[src/rtl/hptag_defines.svh]
// constants of the hashed page table address generator
`ifndef HPTAG_DEFINES_SVH
`define HPTAG_DEFINES_SVH
`define HPTAG_ENTRY32_BYTES 8
`define HPTAG_ENTRY64_BYTES 16
`define HPTAG_GROUP32_BYTES 64
`define HPTAG_SLOTS 8
`define HPTAG_LAST_SLOT 3'h7
`define HPTAG_HASH64_W 39
`define HPTAG_HASH32_W 19
`define HPTAG_PAGE_W 16
`define HPTAG_MASK64_W 28
`define HPTAG_MASK32_W 9
`define HPTAG_SIZE_MAX 5'h1C
`define HPTAG_ORG_W 46
`define HPTAG_SEG_W 52
`define HPTAG_API_W 6
`endif

[src/rtl/hptag_pkg.sv]
// types of the hashed page table address generator
package hptag_pkg;
  // search phase
  typedef enum logic [0:0] {
    PH_IDLE,
    PH_FETCH
  } hptag_phase_t;
endpackage

[src/rtl/hptag_top.sv]
// hashed page table search front end: hash, group address, slot walk
`timescale 1ns/100ps
`default_nettype none
`include "hptag_defines.svh"

// Summary of operation
// entries are 8 or 16 bytes
// 32-bit minimum table is 1024 64-byte groups
// software sizes groups to half the frames
// two groups, eight slots each
// primary group first, secondary only on miss
// secondary miss raises page fault
// software places entries by same hashes
// group address from origin and masked hash
// 64-bit hash: 39 identifier bits xor page
// secondary hash is complement of primary
// 32-bit hash: 19 identifier bits xor page
// software clears origin bits under the mask
// 32-bit group address layout
// 64-bit group address layout
// hit needs valid, matches and hash select
// size code expands into 28-bit mask
module hptag_top (
  // clock and reset
  input  wire logic                        i_clock,
  input  wire logic                        i_sys_rst,
  // search request
  input  wire logic                        i_req_valid,
  output logic                             o_req_ready,
  input  wire logic                        i_mode64,
  input  wire logic [`HPTAG_SEG_W-1:0]     i_segment_identifier,
  input  wire logic [`HPTAG_PAGE_W-1:0]    i_page_index,
  input  wire logic [`HPTAG_API_W-1:0]     i_abbreviated_page_index,
  // table descriptor fields
  input  wire logic [`HPTAG_ORG_W-1:0]     i_table_origin,
  input  wire logic [`HPTAG_MASK32_W-1:0]  i_table_index_mask,
  input  wire logic [4:0]                  i_table_size_code,
  // table entry read port
  output logic                             o_mem_req,
  output logic [63:0]                      o_mem_addr,
  input  wire logic                        i_mem_ack,
  input  wire logic                        i_ent_valid,
  input  wire logic                        i_ent_hash_sel,
  input  wire logic [`HPTAG_SEG_W-1:0]     i_ent_segment_identifier,
  input  wire logic [`HPTAG_API_W-1:0]     i_ent_abbreviated_page_index,
  // search result
  output logic                             o_done,
  output logic                             o_hit,
  output logic                             o_page_fault,
  output logic [63:0]                      o_entry_addr
);

  // all state of the block except the read count reads_q
  typedef struct packed {
    hptag_pkg::hptag_phase_t             phase;
    logic                                m64;
    logic                                sec;     // secondary group
    logic [2:0]                          slot;
    logic [`HPTAG_SEG_W-1:0]             seg;
    logic [`HPTAG_API_W-1:0]             abbreviated_page_index;
    logic [`HPTAG_ORG_W-1:0]             org;
    logic [`HPTAG_MASK64_W-1:0]          msk;
    logic [`HPTAG_HASH64_W-1:0]          hash;    // primary hash
    logic [63:0]                         addr;
    logic                                done;
    logic                                hit;
    logic                                fault;
    logic [63:0]                         ent_addr;
  } hptag_state_t;

  hptag_state_t s_q;     // registered state
  hptag_state_t s_d;     // next state

  // group address plus slot offset for either model
  function automatic logic [63:0] slot_addr(
    input logic                        m64,
    input logic [`HPTAG_HASH64_W-1:0]  h,
    input logic [`HPTAG_ORG_W-1:0]     org,
    input logic [`HPTAG_MASK64_W-1:0]  msk,
    input logic [2:0]                  slot
  );
    logic [63:0] a;
    a = 64'h0000_0000_0000_0000;
    if (m64) begin
      // origin on top, masked upper hash or-ed in low origin bits
      a[63:18] = {org[45:28], org[27:0] | (h[38:11] & msk)};
      a[17:7]  = h[10:0];
      a[6:4]   = slot;
    end else begin
      // only nine origin bits can be overlaid by the hash
      a[31:25] = org[15:9];
      a[24:16] = org[8:0] | (h[18:10] & msk[8:0]);
      a[15:6]  = h[9:0];
      a[5:3]   = slot;
    end
    return a;
  endfunction

  // hash and mask of a fresh request
  logic [`HPTAG_HASH64_W-1:0] req_hash;
  logic [`HPTAG_MASK64_W-1:0] req_msk;
  logic [4:0]                 size_lim;
  logic                       ent_match;
  logic [`HPTAG_HASH64_W-1:0] cur_hash;   // hash of the group in use

  // hash functions and mask expansion
  always_comb begin
    size_lim = (i_table_size_code > `HPTAG_SIZE_MAX) ? `HPTAG_SIZE_MAX
                                                     : i_table_size_code;
    if (i_mode64) begin
      // 39 identifier bits xor zero-extended page index
      req_hash = i_segment_identifier[38:0] ^ {23'h00_0000, i_page_index};
      // size code, limited to 28, gives the count of low ones in the mask
      req_msk  = 28'((29'h000_0001 << size_lim) - 29'h000_0001);
    end else begin
      // 19 identifier bits xor page index, upper bits unused
      req_hash = {20'h0_0000,
                  i_segment_identifier[18:0] ^ {3'h0, i_page_index}};
      req_msk  = {19'h0_0000, i_table_index_mask};
    end
  end

  // secondary hash is the one's complement of the primary
  assign cur_hash = s_q.sec ? ~s_q.hash : s_q.hash;

  // hit test of the returned entry
  assign ent_match = i_ent_valid && (i_ent_hash_sel == s_q.sec) &&
                     (i_ent_segment_identifier == s_q.seg) &&
                     (i_ent_abbreviated_page_index == s_q.abbreviated_page_index);

  // next state
  always_comb begin
    s_d       = s_q;
    s_d.done  = 1'b0;
    unique case (s_q.phase)
      hptag_pkg::PH_IDLE: begin
        if (i_req_valid) begin
          // a search always opens on slot 0 of the primary group
          s_d.phase = hptag_pkg::PH_FETCH;
          s_d.m64   = i_mode64;
          s_d.sec   = 1'b0;
          s_d.slot  = 3'h0;
          s_d.seg   = i_mode64 ? i_segment_identifier
                               : {33'h0_0000_0000, i_segment_identifier[18:0]};
          s_d.abbreviated_page_index   = i_abbreviated_page_index;
          s_d.org   = i_table_origin;
          s_d.msk   = req_msk;
          s_d.hash  = req_hash;
          s_d.addr  = slot_addr(i_mode64, req_hash, i_table_origin,
                                req_msk, 3'h0);
          s_d.hit   = 1'b0;
          s_d.fault = 1'b0;
        end
      end
      hptag_pkg::PH_FETCH: begin
        if (i_mem_ack) begin
          if (ent_match) begin
            // resident page: report the matching entry
            s_d.phase    = hptag_pkg::PH_IDLE;
            s_d.done     = 1'b1;
            s_d.hit      = 1'b1;
            s_d.ent_addr = s_q.addr;
          end else if (s_q.slot != `HPTAG_LAST_SLOT) begin
            // next of the eight slots in this group
            s_d.slot = s_q.slot + 3'h1;
            s_d.addr = slot_addr(s_q.m64, cur_hash, s_q.org, s_q.msk,
                                 s_q.slot + 3'h1);
          end else if (!s_q.sec) begin
            // primary group exhausted: switch to secondary
            s_d.sec  = 1'b1;
            s_d.slot = 3'h0;
            s_d.addr = slot_addr(s_q.m64, ~s_q.hash, s_q.org, s_q.msk,
                                 3'h0);
          end else begin
            // no third group exists, so this is a page fault
            s_d.phase = hptag_pkg::PH_IDLE;
            s_d.done  = 1'b1;
            s_d.fault = 1'b1;
          end
        end
      end
    endcase
  end

  // state register
  always_ff @(posedge i_clock or posedge i_sys_rst) begin
    if (i_sys_rst) begin
      s_q <= '0;
    end else begin
      s_q <= s_d;
    end
  end

  // outputs
  assign o_req_ready  = (s_q.phase == hptag_pkg::PH_IDLE);
  assign o_mem_req    = (s_q.phase == hptag_pkg::PH_FETCH);
  assign o_mem_addr   = s_q.addr;
  assign o_done       = s_q.done;
  assign o_hit        = s_q.hit;
  assign o_page_fault = s_q.fault;
  assign o_entry_addr = s_q.ent_addr;

  // reads issued in the current search, for the bound check
  logic [4:0] reads_q;
  always_ff @(posedge i_clock or posedge i_sys_rst) begin
    if (i_sys_rst) begin
      reads_q <= 5'h00;
    end else if (o_req_ready) begin
      reads_q <= 5'h00;
    end else if (i_mem_ack) begin
      reads_q <= reads_q + 5'h01;
    end
  end
endmodule // hptag_top
`default_nettype wire

[config.mk]
export PLATFORM = sky130hd
export DESIGN_NAME = hptag_top
export DESIGN_NICKNAME = d
export VERILOG_FILES = /design/src/rtl/hptag_pkg.sv /design/src/rtl/hptag_top.sv
export VERILOG_INCLUDE_DIRS = /design/src /design/src/rtl
export SDC_FILE = /design/constraint.sdc
export NUM_CORES = 1
export LEC_CHECK = 0
export BUFFER_PORTS_ARGS = -buffer_cell sky130_fd_sc_hd__buf_2
export CORE_MARGIN = 10
export CORE_UTILIZATION = 45
export CTS_CLUSTER_DIAMETER = 60
export DETAILED_ROUTE_END_ITERATION = 6
export PLACE_DENSITY = 0.68
export SLEW_MARGIN = 40
export SYNTH_ARGS = -nofsm -noshare
export SYNTH_HDL_FRONTEND = slang
export SYNTH_SLANG_ARGS = --single-unit
[constraint.sdc]
create_clock -name i_clock -period 11.55 [get_ports i_clock]
set_input_delay 1.155 -clock i_clock [delete_from_list [all_inputs] [get_ports i_clock]]
set_output_delay 1.155 -clock i_clock [all_outputs]
set_load 0.02 [all_outputs]
# Word level (Yosys, flattened, before mapping)
# Index checks and enable logic that the tools add are counted.
[totals]
ff_bits = 308
in_bits = 199
out_inout_bits = 133
word_cells = 94
[op_classes]
addsub = 2
n_lt_le_gt_ge = 1
n_eq_ne = 11
n_shift = 1
mux = 40
bitwise = 16
reduce_logical = 9
[ops]
columns = ["operator", "n"]
rows = [
  ["two-way mux 64 bit", 4],
  ["two-way mux 241 bit", 1],
  ["two-way mux 131 bit", 1],
  ["case mux 64 bit (2 select lines)", 1],
  ["two-way mux 28 bit", 4],
  ["two-way mux 32 bit", 3],
  ["AND 28 bit", 3],
  ["bitwise OR 28 bit", 3],
  ["two-way mux 39 bit", 2],
  ["equality test 52 bit", 1],
  ["two-way mux 52 bit", 1],
  ["NOT 39 bit", 1],
  ["bitwise XOR 39 x 16 -> 39 bit", 1],
  ["left shift 1 x 5 -> 28 bit, first input constant", 1],
  ["subtractor 28 x 1 -> 28 bit, second input constant", 1],
  ["AND 9 bit", 3],
  ["bitwise OR 9 bit", 3],
  ["bitwise XOR 19 x 16 -> 19 bit", 1],
  ["two-way mux 1 bit", 14],
  ["inequality test 2 bit, second input constant", 5],
  ["two-way mux 4 bit", 2],
  ["case mux 4 bit (2 select lines)", 1],
  ["AND reduction 4 bit", 2],
  ["equality test 6 bit", 1],
  ["other kinds (16)", 20],
]

# Longest topological paths before layout
# Gate-level depths: netlist of the first run.
[depth]
ltp_word = 10
ltp_mapped = 13
mapped_depth_nobuf = 10

# Worst setup path after synthesis of the first run
# OpenSTA, ideal clock, no wires.
[synth_timing]
kind = "input to register"
from = "in i_table_size_code[2]"
to = "reg s_q, in the netlist o_mem_addr[36]"
setup_time_ns = 0.128
arrival_ns = 3.602
required_ns = 11.422
slack_ns = 7.820
cell_stages = 13
n_path_buf = 3
cell_sequence = "clkbuf_1 -> or2_2 -> clkbuf_1 -> or3_1 -> ha_1 -> clkbuf_1 -> and2_1 -> o21ai_0 -> o21ai_0 -> a21oi_1 -> nor2_1 -> a221o_1 -> mux2_1"
[synth_via]
elab_chain_cells = 10
[synth_rtl]
columns = ["item", "line", "text"]
rows = [
  ["start, declared", "hptag_top.sv:37", "input wire logic [4:0] i_table_size_code,"],
  ["> comparator 5 bit (no source line)", "--", ""],
  ["two-way mux 5 bit (*)", "hptag_top.sv:108", "size_lim = (i_table_size_code > `HPTAG_SIZE_MAX) ? `HPTAG_SIZE_MAX"],
  ["left shift 1 x 5 -> 28 bit (*)", "hptag_top.sv:114", "req_msk = 28'((29'h000_0001 << size_lim) - 29'h000_0001);"],
  ["subtractor 28 x 1 -> 28 bit (*)", "hptag_top.sv:114", ""],
  ["two-way mux 28 bit (*)", "hptag_top.sv:110", "if (i_mode64) begin"],
  ["AND 28 bit (*)", "hptag_top.sv:86", "a[63:18] = {org[45:28], org[27:0] | (h[38:11] & msk)};"],
  ["bitwise OR 28 bit (*)", "hptag_top.sv:86", ""],
  ["two-way mux 32 bit (*)", "hptag_top.sv:84", "if (m64) begin"],
  ["two-way mux 241 bit (*)", "hptag_top.sv:137", "if (i_req_valid) begin"],
  ["case mux 64 bit (2 select lines) (*)", "hptag_top.sv:135", "unique case (s_q.phase)"],
  ["end signal, assigned", "hptag_top.sv:188", "s_q <= '0;"],
  ["end signal, assigned", "hptag_top.sv:190", "s_q <= s_d;"],
  ["end, declared", "hptag_top.sv:71", "hptag_state_t s_q;"],
]
# Mark *: on every way between the ends. The rest lies on a longest branch, timed or not. The select of a mux whose other input is x is not followed.
# A chain may end at the register's enable or synchronous reset.

# Final worst setup path of the first run
[layout_timing]
from = "in i_table_size_code[2]"
to = "reg s_q, in the netlist o_mem_addr[38]"
# Same word-level chain as after synthesis.

==> out/qor.yml, run 1 <==
post-route-drc-count: 0
yosysMostFrequentCell: "nand2_1"
cts_tree: "done"
area_growth_pct: 14.3
tns_ns: 0
synth_edf_count: 0
maxCapViolCount: 0
drv_slew: 0
clk_pin_slew_ns: 0.06
drtIter0Drc: 952
avgSynthCellArea_um2: 9.21
synth_area_um2: 15000
p_switching_mw: 1.65
antenna_found_initial: 9
finalCriticalPeriod_ns: 3.98
worstRegToRegCells: 10
htree_levels: 2
cp-end-kind: "flop"
min_path_cells: 2
synth_compound_area_frac: 0.138
die-area_um2: 41000
synth_area_leaders: "dfrtp_1 47%, nand2_1 9.6%, buf_4 6.5%, xnor2_1 5.1%, mux2_1 5.1%"
busiest_layer: "met2"
vias: 12300
synthAdderAreaFrac: 0.00250
rsz0062_at_grt: "no"
place.gp.congestion: 0.927
yosys.area_share.simple: 0.156
cts_hold_buf: 0
outcome: "complete, no violations"
yosysTopAreaCell: "dfrtp_1"
use_met3: 0.0626
setup_viol: 0
crit_required_ns: 12.01
dp_hpwl_mm: 34.6
cts.sinks: 279
power_density_nw_per_um2: 247
wire_per_inst_um: 21.3
synth.ff_latch_count: 279
use_met1: 0.306
power_frac_seq: 0.395
post-cts-setup-buffers: 0
core_um2: 32700
whs_endpoint: "s_q[235]"
hold_path_startpoint: "s_q[235]"
grt_use_met2: 0.345
die_x_um: 202
final_antenna_net_count: 0
start_kind: "input pin"
ys.flop_type: "dfrtp_1"
ys_top_cells_by_count: "385 x nand2_1, 279 x dfrtp_1, 129 x buf_4, 88 x xnor2_1, 82 x a21oi_1"
synth-xor-area-share: 0.0625
synth_cell_type_count: 64
dr.pass1.iters: 5
ys.warnings.count: 0
min_period_over_period: 0.345
numCtsBuffers: 36
ioPinCount: 332
root_buffer: "clkbuf_16"
synth_top_area_frac: 0.466
reg2reg_slack_ns: 8.09
io_buffers: 325
clock_power_share: 0.252
intPower_mw: 2.58
die_h_um: 202
switching_share: 0.390
combPwrFrac: 0.352
gr-total-overflow: 0
grt_pass1_wl_mm: 73.8
crit_fanout: 25
criticalPathCategory: "input pin to flop"
drive_above_1_share: 0.235
via_per_inst: 5.44
total_power_mw: 4.22
leakage_nw: 8.61
cts_buffer_depth: 3
core.rowCount: 66
hp-class: "flop to flop"
grt.total_usage: 0.227
fmax_mhz: 251
worstMarginPinSlew_ns: 0.821
grt_pass1_vias: 12400
start_util: 0.458
peakVddDrop_mv: 0.117
wirelength_mm: 48.1
clock_skew_ns: 0.0213
clock_latency_ns: 0.53
nets: 1981
cp.arrival_ns: 4.44
hold_viol_final: 0
synth_top_family_by_area: "simple AND/OR/NAND/NOR gates"
cts_resized: 0
r2r_end: "o_mem_addr[37]"
grt_max_degree: 185
seq_area_frac_synth: 0.466
synthCells: 1628
synthArstFlopShare: 1.00
rr_startpoint: "s_q[305]"
maxSlewHeadroom: 0.453
muxShareOfSynthArea: 0.0708
-- critical path, stage by stage --
cell	delay, ns
buf_2	0.25
or2_2	0.47
or3_1	0.42
ha_1	0.45
nor2_1	0.43
a31oi_1	0.14
o32ai_1	0.58
a21oi_1	0.15
o22ai_1	0.16
mux2_2	0.19
-- cells by family (layout without fill, tap and decap cells) --
kind of cell / count (synthesis) / after routing
mux: 96 / 96
simple gates: 556 / 556
fa+ha+maj: 3 / 3
buf+inv: 272 / 445
compound gates: 314 / 314
xor+xnor: 107 / 107
flops: 279 / 279
other cells: 1 / 12
-- layout make-up --
class                   instances  area, um^2
diodes                          6        15.0
clock buffers                  53        1050
clock inverters                12        87.6
fillers                      3087       15600
inverters                      40         163
multi-input cells            1082        6490
flip-flops and latches        279        6980
well taps                     442         553
repair buffers                340        1790
-- worst max path at each step --
| stage | start | endpoint | slack (ns) | cells after the start |
|---|---|---|---|---|
| finish | i_table_size_code[2] | o_mem_addr[38] | 7.57 | 10 |
| floorplan | i_sys_rst | o_done | 2.70 | 1 |
| detailed placement | i_table_size_code[2] | o_mem_addr[38] | 7.13 | 10 |
| global placement | i_ent_segment_identifier[38] | o_entry_addr[62] | 6.88 | 8 |
| CTS | i_table_size_code[2] | o_mem_addr[38] | 7.65 | 10 |
| global route | i_table_size_code[2] | o_mem_addr[38] | 7.46 | 10 |
-- layer usage --
metal | vias up | wire [um]
met5 | - | 26
met3 | 74 | 4400
li1 | 5735 | -
met2 | 514 | 21500
met1 | 5935 | 20900
met4 | 4 | 1310
-- power by group through the flow --
stage / logic [mW] / clock network, mW / registers, mW
4_1_cts: 1.49 / 1.09 / 1.67
5_1_grt: 1.65 / 1.13 / 1.72
2_1_floorplan: 1.23 / 0 / 1.55
6_report: 1.49 / 1.07 / 1.67
3_3_place_gp: 1.46 / 0 / 1.66
3_5_place_dp: 1.49 / 0 / 1.68
-- state kept, by name, summed over array words and instances, names as in the netlist --
name,count
o_page_fault,1
o_done,1
o_hit,1
o_entry_addr,61
o_mem_req,1
o_mem_addr,61
s_q,153
-- placed cells by master (no fill, tap or decap), types with 15 or more instances in the layout --
master	count
a21oi_1	82
a211oi_1	25
dfrtp_1	278
xor2_1	19
nand3_1	53
mux2i_1	16
nor3_1	15
inv_1	39
clkbuf_16	37
mux2_1	68
xnor2_1	88
nor2_1	46
a2bb2oi_1	19
o22ai_1	21
o21ai_0	69
nand2_1	384
buf_2	324
-- through the flow --
stage | hold slack, ns | utilization | instance area (um^2) | setup WS, ns | cells
3_3_place_gp | 0.457 | 0.487 | 15900 | 6.88 | 2181
3_5_place_dp | 0.462 | 0.488 | 15900 | 7.13 | 2182
5_1_grt | 0.488 | 0.524 | 17100 | 7.46 | 2253
6_report | 0.473 | 0.524 | 17100 | 7.57 | 2254
4_1_cts | 0.476 | 0.522 | 17100 | 7.65 | 2247
2_1_floorplan | 0.446 | - | 15000 | 2.70 | 1633
No activity file was read; power rests on OpenSTA's default activity.
==> run 2, diff against run 1 <==
clock period = 3.9 ns   (was 11.55 ns; I/O delays follow)
==> run 2 against run 1 <==
Register-to-register slack worse by 7.3 ns. Combinational power rose to 2.9 times the previous value. Worst setup slack got worse by 6.8 ns. First-iteration DRC count decreased by 1.7%. Global-route usage hardly changed. Non-clock buffer count up 16. Sequential share of layout area decreased by 0.50 points. Cell area up 1.3%. Clock power grew to 3.1 times the previous value. Critical path type is now flop to flop. Sequential power rose to 3.0 times the previous value. Clock-buffer cell count down 6. Via count is 1.6% higher.
==> out/qor.yml, run 2 (same netlist as run 1, synthesis figures left out) <==
outcome: "complete, no violations"
layout.cells.most_common: "nand2_1"
reg2reg_slack_ns: 0.80  # -7.29 ns
wirelength_mm: 48.2  # +0.31%
drive_above_1_share: 0.242  # +0.00710
power_density_nw_per_um2: 734  # +200%
peakVddDrop_mv: 0.374  # +220%
dp_hpwl_mm: 35.5  # +2.6%
criticalPathCategory: "flop to flop"
dr.pass1.iters: 5  # unchanged
cts.sinks: 279  # unchanged
die_h_um: 202  # unchanged
total_power_mw: 12.7  # +200%
wl_met2_mm: 22.2  # +3.4%
layout_common_cells: "384 x nand2_1, 324 x buf_2, 278 x dfrtp_1, 88 x xnor2_1, 82 x a21oi_1"
cp-endpoint: "o_entry_addr[20]"
startpoint: "s_q[288]"
drv_slew: 0  # unchanged
vias: 12500  # +1.6%
maxCapViolCount: 0  # unchanged
numCtsBuffers: 35  # -2.8%
antenna_found_initial: 14  # +5
rr_startpoint: "s_q[288]"
grt_pass1_vias: 12400  # +0.21%
root_buffer: "clkbuf_16"
cts_hold_buf: 1  # +1
htree_levels: 2  # unchanged
m1WireLength_mm: 20.4  # -2.2%
io_buffers: 325  # unchanged
hold_viol_final: 0  # unchanged
maxSlewHeadroom: 0.403  # -0.0495
top_register: "s_q"
clock_latency_ns: 0.52  # about the same
place.gp.congestion: 0.883  # -4.7%
area_growth_pct: 15.7
leakage_nw: 8.74  # +1.4%
grt_pass1_wl_mm: 74.3  # +0.61%
finalCriticalPeriod_ns: 3.10
clock_skew_ns: 0.0231  # +0.00181 ns
cts_tree: "done"
wl_met3_mm: 4.30  # -2.1%
worstMarginPinSlew_ns: 0.892  # +0.0710 ns
die_x_um: 202  # unchanged
nets: 1996  # +0.76%
core.rowCount: 66  # unchanged
post-cts-setup-buffers: 0  # unchanged
crit_fanout: 15  # -40%
final_antenna_net_count: 0  # unchanged
via_per_inst: 5.49  # +0.95%
ioPinCount: 332  # unchanged
cts_buffer_depth: 3  # unchanged
setup_viol: 0  # unchanged
worstRegToRegCells: 7  # -3
start_kind: "flop"
clk_pin_slew_ns: 0.06  # about the same
cp.arrival_ns: 3.48  # -0.96 ns
grt.total_usage: 0.228  # +0.000413
cts_resized: 0  # unchanged
grt_max_degree: 185  # unchanged
largest_reg_flops: 153  # unchanged
cp-end-kind: "flop"
crit_required_ns: 4.29  # -7.72 ns
final_area_um2: 17300  # +1.3%
fmax_mhz: 323
gr-total-overflow: 0  # unchanged
drtIter0Drc: 936  # -1.7%
core_um2: 32700  # unchanged
hp-class: "input pin to flop"
place_area_um2: 16100  # +0.92%
post-route-drc-count: 0  # unchanged
rsz0062_at_grt: "no"
wire_per_inst_um: 21.3  # -0.31%
start_util: 0.458  # unchanged
die-area_um2: 41000  # unchanged
highest_layer: "met5"
r2r_end: "o_entry_addr[20]"
min_period_over_period: 0.794
-- run 2: cell count changes in the layout (fill, tap and decap cells not counted), moves of 2 or more --
cell and delta:
inv_6 -2, buf_4 +11, diode_2 +5, clkbuf_8 +2
buf_6 +2, clkbuf_1 -8, bufinv_16 +3
-- run 2: cell type report --
| class | count | area, um^2 |
|---|---|---|
| fill | 3041 | 15400 |
| clock inverter | 11 | 141 |
| inverter | 40 | 154 |
| multi-input combinational | 1082 | 6490 |
| tap | 442 | 553 |
| antenna | 11 | 27.5 |
| timing repair buffer | 356 | 1950 |
| clock buffer | 47 | 1040 |
| sequential | 279 | 6990 |
-- run 2: per-stage QoR --
stage / setup slack [ns] / hold slack, ns / setup TNS [ns] / instances / utilization
floorplan: -0.183 / 0.446 / -51.15 / 1633 / -
CTS: 0.763 / 0.0527 / 0 / 2256 / 0.529
detailed placement: 0.625 / 0.360 / 0 / 2197 / 0.492
finish: 0.804 / 0.0632 / 0 / 2268 / 0.530
global route: 0.679 / 0.0664 / 0 / 2263 / 0.530
global placement: 0.650 / 0.349 / 0 / 2196 / 0.491
-- run 2: worst min path at each step --
stage                                      from                to  slack (ns)  cells after the start
finish              i_abbreviated_page_index[5]          s_q[249]        0.06                      3
global route                 i_table_origin[31]          s_q[229]        0.07                      3
CTS                 i_abbreviated_page_index[5]          s_q[249]        0.05                      3
detailed placement                    i_sys_rst  o_entry_addr[19]        0.36                      2
global placement                      i_sys_rst  o_entry_addr[16]        0.35                      2
floorplan                              s_q[226]          s_q[226]        0.45                      2
-- run 2: worst max-delay path, cell delays in order (launching register included) --
cell and delay [ns]:
dfrtp_1 0.40, xnor2_1 0.28, nand4_1 0.11, nor4_1 0.41, nand4_1 0.44, nor3_4 0.63, buf_4 0.34, mux2_1 0.34
-- run 2: metal layers --
layer  GRT usage  up-vias
li1            -     5751
met1       0.295     6113
met2       0.356      496
met3      0.0712       83
met4      0.0730       12
met5           0        -
-- run 2: report_power, final --
group | internal (mW) | switching [mW] | leakage [nW]
Clock | 2.07 | 1.26 | 0.591
Combinational | 1.87 | 2.52 | 4.55
Sequential | 3.94 | 1.07 | 3.59
Total | 7.87 | 4.85 | 8.74
